File: config.mk
export PLATFORM = sky130hd
export DESIGN_NAME = comparator_output_irq_logic
export DESIGN_NICKNAME = d
export VERILOG_FILES = /design/src/comparator_pkg.sv /design/src/comparator_output_irq_logic.sv
export VERILOG_INCLUDE_DIRS = /design/src
export SDC_FILE = /design/constraint.sdc
export NUM_CORES = 1
export LEC_CHECK = 0
export ABC_AREA = 1
export BUFFER_PORTS_ARGS = -buffer_cell sky130_fd_sc_hd__clkbuf_2
export CAP_MARGIN = 20
export CELL_PAD_IN_SITES_DETAIL_PLACEMENT = 0
export CELL_PAD_IN_SITES_GLOBAL_PLACEMENT = 1
export CORE_UTILIZATION = 28
export CTS_CLUSTER_DIAMETER = 120
export DETAILED_ROUTE_END_ITERATION = 10
export PLACE_DENSITY_LB_ADDON = 0.1
export SYNTH_ARGS = -nofsm -noshare
export SYNTH_HDL_FRONTEND = slang
export SYNTH_SLANG_ARGS = --single-unit
File: constraint.sdc
create_clock -name clk -period 1.1 [get_ports clk]
set_input_delay 0.22 -clock clk [delete_from_list [all_inputs] [get_ports clk]]
set_output_delay 0.22 -clock clk [all_outputs]
set_load 0.01 [all_outputs]
File: src/comparator_regs.svh
`ifndef COMPARATOR_REGS_SVH
`define COMPARATOR_REGS_SVH

// register indices; byte address is four times the index
`define IDX_CMP_A_PRIMARY   8'h90
`define IDX_CMP_B_PRIMARY   8'h91
`define IDX_CMP_AUX         8'h92
`define IDX_PERIPH_FLAG     8'h93
`define IDX_PERIPH_ENABLE   8'h94
`define IDX_IRQ_CONTROL     8'h95
`define IDX_REF_OUTPUT      8'h98
`define IDX_LADDER          8'h99

// primary control fields
`define PRI_ON_BIT          7
`define PRI_RESULT_BIT      6
`define PRI_PIN_EN_BIT      5
`define PRI_INVERT_BIT      4

// auxiliary control fields
`define AUX_A_COPY_BIT      7
`define AUX_B_COPY_BIT      6
`define AUX_GATE_SEL_BIT    1
`define AUX_SYNC_BIT        0
`define AUX_GATE_SEL_RESET  1'b1

// flag / enable registers: comparator a at bit 3, b at bit 4
`define FLAG_LSB            3
`define FLAG_MSB            4

// irq control fields
`define IRQ_GLOBAL_BIT      7
`define IRQ_PERIPH_BIT      6

// reference output control field
`define REF_PIN_OUT_BIT     1

// ladder control fields
`define LAD_A_EN_BIT        7
`define LAD_B_EN_BIT        6
`define LAD_RANGE_BIT       5
`define LAD_CODE_MSB        3
`define LAD_RESET           8'h00
`define LAD_WMASK           8'hEF

`endif

File: src/comparator_pkg.sv
package comparator_pkg;

    // one comparator's software control
    typedef struct packed {
        logic on;
        logic pin_en;
        logic invert;
    } cmp_ctrl_t;

    typedef struct packed {
        logic [1:0] sync1;        // first synchroniser stage, comparator b at [1]
        logic [1:0] sync2;        // second synchroniser stage
        logic [1:0] mismatch_ref; // mismatch registers
        logic [1:0] mismatch_d;   // last mismatch level, for edge detection
        cmp_ctrl_t  [1:0] ctrl;
        logic       gate_sel;
        logic       sync_mode;
        logic       b_latched;
        logic       gpin1;
        logic       gpin2;
        logic [1:0] flag;
        logic [1:0] irq_en;
        logic       global_en;
        logic       periph_en;
        logic       ref_pin_out_en;
        logic [7:0] ladder;
        logic       ack;
        logic [7:0] rdata;
    } state_t;

endpackage : comparator_pkg

File: src/comparator_output_irq_logic.sv
// The Wishbone interface to the registers was chosen for this implementation.
`timescale 1ns/1ps
`include "comparator_regs.svh"

// What this block does
// - pin carries comparator result, unsynchronised
// - direction bit still enables pin driver
// - bit 4 inverts comparator output
// - aux bit 1 chooses timer gate source
// - sync mode latches b on timer fall
// - latch uses prescaled timer clock when used
// - timer counts on rising clock edge
// - output change sets flag bits 4:3
// - flags cleared by writing zero, one sets
// - irq needs enable, peripheral and global
// - flag set on mismatch edge, not level
// - primary control access reloads mismatch register
// - unrefreshed mismatch: no irq on return
// - refreshed mismatch: irq again on return
// - change during control read still sets flag
// - reset restores registers, comparators disabled
// - ladder: 32 levels from code and range
// - disabled ladder, code 0, range: ground
// - aux register mirrors both results
// - mirror read leaves mismatch registers alone
// - gate select 0 uses synced comparator b
// - sync mode off bypasses timer latch
module comparator_output_irq_logic
    import comparator_pkg::*;
#(
    parameter int ADR_W = 12
) (
    input  wire logic             clk,
    input  wire logic             sys_rst,
    // classic wishbone slave
    input  wire logic             wb_cyc_i,
    input  wire logic             wb_stb_i,
    input  wire logic             wb_we_i,
    input  wire logic [ADR_W-1:0] wb_adr_i,
    input  wire logic [3:0]       wb_sel_i,
    input  wire logic [31:0]      wb_dat_i,
    output logic      [31:0]      wb_dat_o,
    output logic                  wb_ack_o,
    // analog comparator raw outputs, asynchronous
    input  wire logic             cmp_a_raw,
    input  wire logic             cmp_b_raw,
    output logic                  cmp_a_on,
    output logic                  cmp_b_on,
    // pins shared with the port logic
    input  wire logic             port_direction_a,
    input  wire logic             port_direction_b,
    input  wire logic             port_data_a,
    input  wire logic             port_data_b,
    output logic                  pin_a_out,
    output logic                  pin_a_oe_n,
    output logic                  pin_b_out,
    output logic                  pin_b_oe_n,
    // timer side
    input  wire logic             timer_gate_pin,
    input  wire logic             timer_prescaler_used,
    input  wire logic             timer_clk_rise,
    input  wire logic             timer_clk_fall,
    input  wire logic             prescaled_rise,
    input  wire logic             prescaled_fall,
    output logic                  timer_gate,
    output logic                  timer_inc,
    output logic                  cmp_b_result_synced,
    // cpu interrupt request
    output logic                  cmp_irq,
    // reference ladder control
    output logic [3:0]            ladder_code,
    output logic                  ladder_range_sel,
    output logic [4:0]            ladder_reference_level,
    output logic                  ladder_powered,
    output logic                  ladder_ground,
    output logic                  ladder_pin_out_en,
    output logic                  cmp_a_ladder_en,
    output logic                  cmp_b_ladder_en
);

    //**********************************************************
    // state
    //**********************************************************
    state_t     st_r;
    state_t     st_nxt;

    logic [7:0] index;
    logic       req;
    logic       commit;
    logic       wr;
    logic       rd;
    logic [7:0] wbyte;
    logic [1:0] result;
    logic [1:0] mismatch;
    logic [1:0] raw_res;
    logic       tick_fall;
    logic       tick_rise;

    assign index = wb_adr_i[9:2];
    assign req   = wb_cyc_i & wb_stb_i;
    // writes and mismatch reloads land on the edge that ends the ack cycle
    assign commit = req & st_r.ack;
    assign wr     = commit & wb_we_i & wb_sel_i[0];
    assign rd     = commit & ~wb_we_i;
    assign wbyte  = wb_dat_i[7:0];

    //**********************************************************
    // comparator results
    //**********************************************************
    always_comb begin
        for (int i = 0; i < 2; i++) begin
            // disabled comparator reads as zero
            result[i]   = (st_r.sync2[i] ^ st_r.ctrl[i].invert) & st_r.ctrl[i].on;
            raw_res[i]  = (((i == 0) ? cmp_a_raw : cmp_b_raw) ^ st_r.ctrl[i].invert)
                          & st_r.ctrl[i].on;
            mismatch[i] = result[i] ^ st_r.mismatch_ref[i];
        end
    end

    // pin path is combinational on purpose: no clock delay on the result
    assign pin_a_out  = st_r.ctrl[0].pin_en ? raw_res[0] : port_data_a;
    assign pin_b_out  = st_r.ctrl[1].pin_en ? raw_res[1] : port_data_b;
    assign pin_a_oe_n = port_direction_a;
    assign pin_b_oe_n = port_direction_b;

    //**********************************************************
    // timer gate and synchronous mode
    //**********************************************************
    assign tick_fall = timer_prescaler_used ? prescaled_fall : timer_clk_fall;
    assign tick_rise = timer_prescaler_used ? prescaled_rise : timer_clk_rise;

    assign cmp_b_result_synced = st_r.sync_mode ? st_r.b_latched : result[1];
    assign timer_gate = st_r.gate_sel ? st_r.gpin2 : cmp_b_result_synced;
    // counting on the opposite edge from the latch avoids a gate/count race
    assign timer_inc  = tick_rise & timer_gate;

    //**********************************************************
    // interrupt and ladder outputs
    //**********************************************************
    assign cmp_irq = (|(st_r.flag & st_r.irq_en)) & st_r.periph_en & st_r.global_en;

    assign ladder_code       = st_r.ladder[`LAD_CODE_MSB:0];
    assign ladder_range_sel  = st_r.ladder[`LAD_RANGE_BIT];
    assign ladder_pin_out_en = st_r.ref_pin_out_en;
    assign cmp_a_ladder_en   = st_r.ladder[`LAD_A_EN_BIT];
    assign cmp_b_ladder_en   = st_r.ladder[`LAD_B_EN_BIT];
    // tap: range 1 gives code*vdd/24, range 0 gives vdd/4 + code*vdd/32
    assign ladder_reference_level = {ladder_range_sel, ladder_code};
    assign ladder_powered = cmp_a_ladder_en | cmp_b_ladder_en | ladder_pin_out_en;
    assign ladder_ground  = ~ladder_powered & ladder_range_sel
                            & (ladder_code == 4'h0);

    assign cmp_a_on = st_r.ctrl[0].on;
    assign cmp_b_on = st_r.ctrl[1].on;
    assign wb_ack_o = st_r.ack;
    assign wb_dat_o = {24'h000000, st_r.rdata};

    //**********************************************************
    // next state
    //**********************************************************
    always_comb begin
        logic [7:0] rv;
        logic [1:0] flag_w;
        rv     = 8'h00;
        flag_w = st_r.flag;
        st_nxt = st_r;

        // synchronisers; first stage feeds only the second
        st_nxt.sync1 = {cmp_b_raw, cmp_a_raw};
        st_nxt.sync2 = st_r.sync1;
        st_nxt.gpin1 = timer_gate_pin;
        st_nxt.gpin2 = st_r.gpin1;

        if (tick_fall && st_r.sync_mode) begin
            st_nxt.b_latched = result[1];
        end

        // ---- register read data, taken before ack ----
        case (index)
            `IDX_CMP_A_PRIMARY, `IDX_CMP_B_PRIMARY: begin
                rv[`PRI_ON_BIT]     = st_r.ctrl[index[0]].on;
                rv[`PRI_RESULT_BIT] = result[index[0]];
                rv[`PRI_PIN_EN_BIT] = st_r.ctrl[index[0]].pin_en;
                rv[`PRI_INVERT_BIT] = st_r.ctrl[index[0]].invert;
            end
            `IDX_CMP_AUX: begin
                rv[`AUX_A_COPY_BIT]   = result[0];
                rv[`AUX_B_COPY_BIT]   = result[1];
                rv[`AUX_GATE_SEL_BIT] = st_r.gate_sel;
                rv[`AUX_SYNC_BIT]     = st_r.sync_mode;
            end
            `IDX_PERIPH_FLAG:   rv[`FLAG_MSB:`FLAG_LSB] = st_r.flag;
            `IDX_PERIPH_ENABLE: rv[`FLAG_MSB:`FLAG_LSB] = st_r.irq_en;
            `IDX_IRQ_CONTROL: begin
                rv[`IRQ_GLOBAL_BIT] = st_r.global_en;
                rv[`IRQ_PERIPH_BIT] = st_r.periph_en;
            end
            `IDX_REF_OUTPUT: rv[`REF_PIN_OUT_BIT] = st_r.ref_pin_out_en;
            `IDX_LADDER:     rv = st_r.ladder & `LAD_WMASK;
            default:         rv = 8'h00;
        endcase

        st_nxt.ack = req & ~st_r.ack;
        if (req && !st_r.ack) begin
            st_nxt.rdata = wb_we_i ? 8'h00 : rv;
        end

        // ---- register writes ----
        if (wr) begin
            case (index)
                `IDX_CMP_A_PRIMARY, `IDX_CMP_B_PRIMARY: begin
                    st_nxt.ctrl[index[0]].on     = wbyte[`PRI_ON_BIT];
                    st_nxt.ctrl[index[0]].pin_en = wbyte[`PRI_PIN_EN_BIT];
                    st_nxt.ctrl[index[0]].invert = wbyte[`PRI_INVERT_BIT];
                end
                `IDX_CMP_AUX: begin
                    st_nxt.gate_sel  = wbyte[`AUX_GATE_SEL_BIT];
                    st_nxt.sync_mode = wbyte[`AUX_SYNC_BIT];
                end
                `IDX_PERIPH_FLAG:   flag_w = wbyte[`FLAG_MSB:`FLAG_LSB];
                `IDX_PERIPH_ENABLE: st_nxt.irq_en = wbyte[`FLAG_MSB:`FLAG_LSB];
                `IDX_IRQ_CONTROL: begin
                    st_nxt.global_en = wbyte[`IRQ_GLOBAL_BIT];
                    st_nxt.periph_en = wbyte[`IRQ_PERIPH_BIT];
                end
                `IDX_REF_OUTPUT: st_nxt.ref_pin_out_en = wbyte[`REF_PIN_OUT_BIT];
                `IDX_LADDER:     st_nxt.ladder = wbyte & `LAD_WMASK;
                default: ;
            endcase
        end

        // ---- change detection ----
        for (int i = 0; i < 2; i++) begin
            logic hit;
            hit = 1'b0;
            if ((wr || rd) && index[7:1] == `IDX_CMP_A_PRIMARY >> 1 && index[0] == i[0]) begin
                hit = 1'b1;
            end
            // edge, not level: a held mismatch sets the flag only once
            if (mismatch[i] && !st_r.mismatch_d[i]) begin
                flag_w[i] = 1'b1;
            end
            // a change landing on the reload cycle still sets the flag before the reload absorbs it
            if (hit) begin
                st_nxt.mismatch_ref[i] = result[i];
                st_nxt.mismatch_d[i]   = 1'b0;
            end else begin
                st_nxt.mismatch_d[i]   = mismatch[i];
            end
        end
        // hardware set outranks a software clear in the same cycle
        st_nxt.flag = flag_w;
    end

    //**********************************************************
    // registers
    //**********************************************************
    always_ff @(posedge clk or posedge sys_rst) begin
        if (sys_rst) begin
            st_r          <= '0;
            st_r.gate_sel <= `AUX_GATE_SEL_RESET;
        end else begin
            st_r <= st_nxt;
        end
    end

endmodule : comparator_output_irq_logic

-- Yosys cells after proc, flatten, opt, wreduce, memory -nomap -nowiden
Cells that the tools add are included.
- flip-flop bits (word level): 42
- output and inout bits: 58
- logic and storage cells: 126
- magnitude comparators: 2
- equal/unequal tests: 9
- muxes and demuxes: 35
- bitwise operators: 28
- reductions and logical operators: 27
- operator list (operator ; count):
    $eq 8x8->1 const B ; 8
    $bwmux 6 ; 3
    $mux 1 ; 16
    $reduce_and 2->1 ; 8
    $and 1x1->1 ; 15
    $demux 3 s1 ; 3
    $mux 3 ; 3
    $pmux 1 s3 ; 3
    $logic_and 1x1->1 ; 8
    $mux 8 ; 1
    $pmux 2 s4 ; 1
    $reduce_bool 2->1 ; 4
    $eq 7x7->1 const B ; 1
    $mux 2 ; 3
    $xor 1x1->1 ; 6
    $logic_not 4->1 ; 1
    $not 1->1 ; 4
    $pmux 1 s2 ; 2
    $reduce_or 2->1 ; 2
    $logic_not 1->1 ; 3
    $and 2x2->2 ; 1
    $lt 1x2->1 const B ; 1
    $or 1x1->1 ; 2
    $ge 1x1->1 const B ; 1
    $logic_or 1x1->1 ; 1

-- Depth between registers and ports, before layout
- depth in word-level cells: 9
- mapped depth: 10

-- Worst setup path after synthesis
Ideal clock, no wire load.
- kind: flip-flop to output port
- start: register st_r[32] (netlist name)
- end: output port timer_inc
- arrival time: 1.157 ns
- data required time: 0.880 ns
- slack: -0.277 ns
- stages on the path, launching flop included: 6
- cells stage by stage: dfrtp_1 nand2_1 nand3b_4 o21ai_1 o21ai_1 nor2_1
- longest elaborated chain between the ends: 5
- RTL lines (what ; RTL line ; source):
    start, declared ; comparator_output_irq_logic.sv:84 ; state_t st_r;
    start signal, assigned ; comparator_output_irq_logic.sv:263 ; st_r <= st_nxt;
    $xor 1x1->1 ; comparator_output_irq_logic.sv:113 ; result[i] = (st_r.sync2[i] ^ st_r.ctrl[i].invert) & st_r.ctrl[i].on;
    $and 1x1->1 ; comparator_output_irq_logic.sv:113 ;
    $mux 1 ; comparator_output_irq_logic.sv:132 ; assign cmp_b_result_synced = st_r.sync_mode ? st_r.b_latched : result[1];
    net cmp_b_result_synced ; comparator_output_irq_logic.sv:67 ; output logic cmp_b_result_synced,
    $mux 1 ; comparator_output_irq_logic.sv:133 ; assign timer_gate = st_r.gate_sel ? st_r.gpin2 : cmp_b_result_synced;
    $and 1x1->1 ; comparator_output_irq_logic.sv:135 ; assign timer_inc = tick_rise & timer_gate;
    end, declared ; comparator_output_irq_logic.sv:66 ; output logic timer_inc,
The timed path passes the listed nets, and every way through them passes these cells.

-- Worst setup path in the final report
- start: register st_r[32] (netlist name)
- end: output port cmp_b_result_synced
- longest elaborated chain between the ends: 3
- RTL lines (what ; RTL line):
    $xor 1x1->1 ; comparator_output_irq_logic.sv:113
    $and 1x1->1 ; comparator_output_irq_logic.sv:113
    $mux 1 ; comparator_output_irq_logic.sv:132
    end, declared ; comparator_output_irq_logic.sv:67
No other way between the ends.

==> results.md <==
* Outcome: complete, but fails checks
* Failing checks: negative setup slack
* Fin Clk Skew at 0.00717 ns
* First-pass GRT wire length at 9850 microns
* Final setup viols at 52
* RSZ-0062 raised after global routing: yes
* Vias after detailed routing at 2,207
* CTS tree: done
* Filler cell count in the final layout at 882
* Leak at 1.90 nW
* R2R Setup Slk at -0.25 ns
* Critical R2R Launch: wb_ack_o
* Total Power at 0.00296 W
* Post-Syn Area per Cell at 7.78 sq um
* Yosys warning count at 0
* Final worst slack at -0.460 ns
* Post-Route Setup TNS at -8.71 ns
* Worst Setup Start Kind: register
* Routed len/inst at 11.6 microns
* Cell taking the most area after synthesis: dfrtp_1
* Post-route minimum period at 1.56 ns
* Crit Path Max Fanout at 3
* Vias per cell at 4.18
* Drt first pass iters at 4
* MaxCap Viol Count at 0
* Sink Count at 42
* Pwr Density at 799 nW/um^2
* Total track usage at 0.145
* Post-synth top cells: 82 x nand2_1, 44 x buf_4, 41 x dfrtp_1, 35 x inv_1, 23 x nor2_1
* Peak Freq at 641 MHz
* Number of global-route vias before repair at 1,999
* Initial Util at 0.292
* Peak VDD IR at 602 uV
* Worst hold start: timer_gate_pin
* Hold WS at 0.0341 ns
* Layout Nets at 487
* Crit path arrival time at 1.34 ns
* Share of the yosys chip area belonging to registers at 0.434
* Max Buffers Root-to-Sink at 2
* Core Region at 8300 sq um
* Drt total wl at 6150 microns
* Root Driver: clkbuf_8
* Synth unique cells at 28
* Layout cells sized above 1 at 0.485
* Worst r2r dst: st_r[27]
* Clock-pin slew on the worst setup and hold paths at 0.08 ns
* Period Utilization, post-route at 1.42
* Initial antenna violation count at 0
* Pins over their slew limit at 0
* CTS buffer count at 5
* Hold Crit Class: in2reg
* # diodes at 0
* Post-synth EDFFs at 0
* Number of remaining DRC errors at 0
* Buffers on Ports at 63
* Largest net degree at the start of global routing at 43
* Synth top area cells: dfrtp_1 42%, buf_4 14%, nand2_1 13%
* Syn Inst Count at 312
* Worst Reg-to-Reg Cells at 7
* Area Overhead vs Synth at 52.6%
* Most frequent cell after synthesis: nand2_1
* Final HPWL DP at 4580 microns
* Yosys reg bits at 42
* Mapped Area at 2430 sq um
* Post-route ant nets at 0
* Worst skew pair latency at 0.29 ns
* CP Launch Point: st_r[32]
* Worst Setup EP: cmp_b_result_synced
* Final core utilization at 0.446
* Crit Path Category: reg2out
* Htree depth at 2
* I/O pin count at 123
* Dpl ws at -0.227 ns
* Synth Flop Type: dfrtp_1
* Die area at 9040 sq um
* FP Rows at 33
* RePlAce Congestion at 0.722
* Initial DRC Count at 43
* Die Y at 95.1 microns
* Required time worst endpoint at 0.88 ns
* Synth top area share at 0.423
* Async SR Flop Fraction at 1.00
* Die X at 95.1 microns
* Crit. End Element: primary output
* Hold Violations, Final at 0
* Total gr overflow at 0
==> worst min path at each step <==
stage,to,slack [ns],depth (start not counted)
floorplan,cmp_a_ladder_en,0.21,1
global placement,ladder_range_sel,0.28,3
detailed placement,ladder_range_sel,0.29,3
CTS,st_nxt[24],0.02,1
global route,st_nxt[24],0.03,1
finish,st_nxt[24],0.03,1
==> per-layer routing <==
metal  routed length [microns]  global-route usage
met2                      3040               0.245
met4                        40              0.0316
met1                      2870               0.192
met5                         0                   0
met3                       194              0.0263
==> placed cells by master, fill, tap and decap left out, types with 2 or more instances in the layout <==
cell type / n
nor2_4: 10
nand2_4: 2
nor3_4: 2
buf_4: 38
buf_2: 5
nor2_1: 14
o22ai_1: 4
dfrtp_2: 2
nand2_2: 16
o21ai_2: 5
clkbuf_2: 44
nand2_1: 69
inv_2: 3
a21oi_2: 5
clkbuf_8: 6
mux2i_1: 2
xnor2_2: 2
inv_1: 31
buf_12: 2
nor2_2: 4
conb_1: 24
o21ai_0: 3
o21ai_1: 17
dfrtp_1: 39
nand4_1: 2
nand3_2: 5
buf_6: 35
nand3_4: 7
nand3_1: 8
clkbuf_1: 2
inv_4: 3
==> final cells by class <==
class	count	area (sq um)	area share
clock buffer	8	90.1	0.0243
multi-input combinational	209	1290	0.349
inverter	39	159	0.0429
tap	105	131	0.0355
sequential	42	1050	0.285
timing repair buffer	125	975	0.263
==> metrics by stage <==
step	cell area, sq um	cells
global route	3700	528
detailed placement	3000	497
global placement	3000	497
finish	3700	528
CTS	3410	518
floorplan	2600	335
==> cells by family after synthesis <==
group | after synthesis | synth area share
AND/OR/NAND/NOR | 143 | 0.264
other | 1 | 0.00155
AO/OA/AOI/OAI | 37 | 0.0794
flip-flops | 42 | 0.434
multiplexers | 2 | 0.00825
XOR/XNOR | 2 | 0.00722
buffers and inverters | 85 | 0.206
==> power breakdown <==
group	internal, W	switching (W)
sequential	0.00156	0.00000766
combinational	0.000135	0.000213
clock	0.000513	0.000528
==> repair_timing <==
action / 4_1_cts / 5_1_grt
hold buffers: 1 / 0
pin swaps: 23 / 23
gates cloned: 1 / 0
buffers inserted: 12 / 15
endpoints found under the setup margin: 53 / 58
endpoints found under the hold margin: 41 / 0
gates resized for setup: 63 / 70
==> worst max-delay path, cell delays in order, from the launching register on <==
cell	delay [ns]
dfrtp_1	0.40
nor2_1	0.09
nand3b_4	0.16
o21ai_4	0.06
buf_4	0.13
buf_6	0.10
buf_6	0.11
==> state kept, by name (all words and copies together) (netlist names) <==
| register | count |
|---|---|
| ladder_range_sel | 1 |
| wb_dat_o | 8 |
| st_r | 20 |
| cmp_b_on | 1 |
| ladder_pin_out_en | 1 |
| st_nxt | 3 |
| cmp_b_ladder_en | 1 |
| cmp_a_on | 1 |
| wb_ack_o | 1 |
| cmp_a_ladder_en | 1 |
| ladder_code | 4 |
Note: power is estimated with default switching activity, not from simulation.
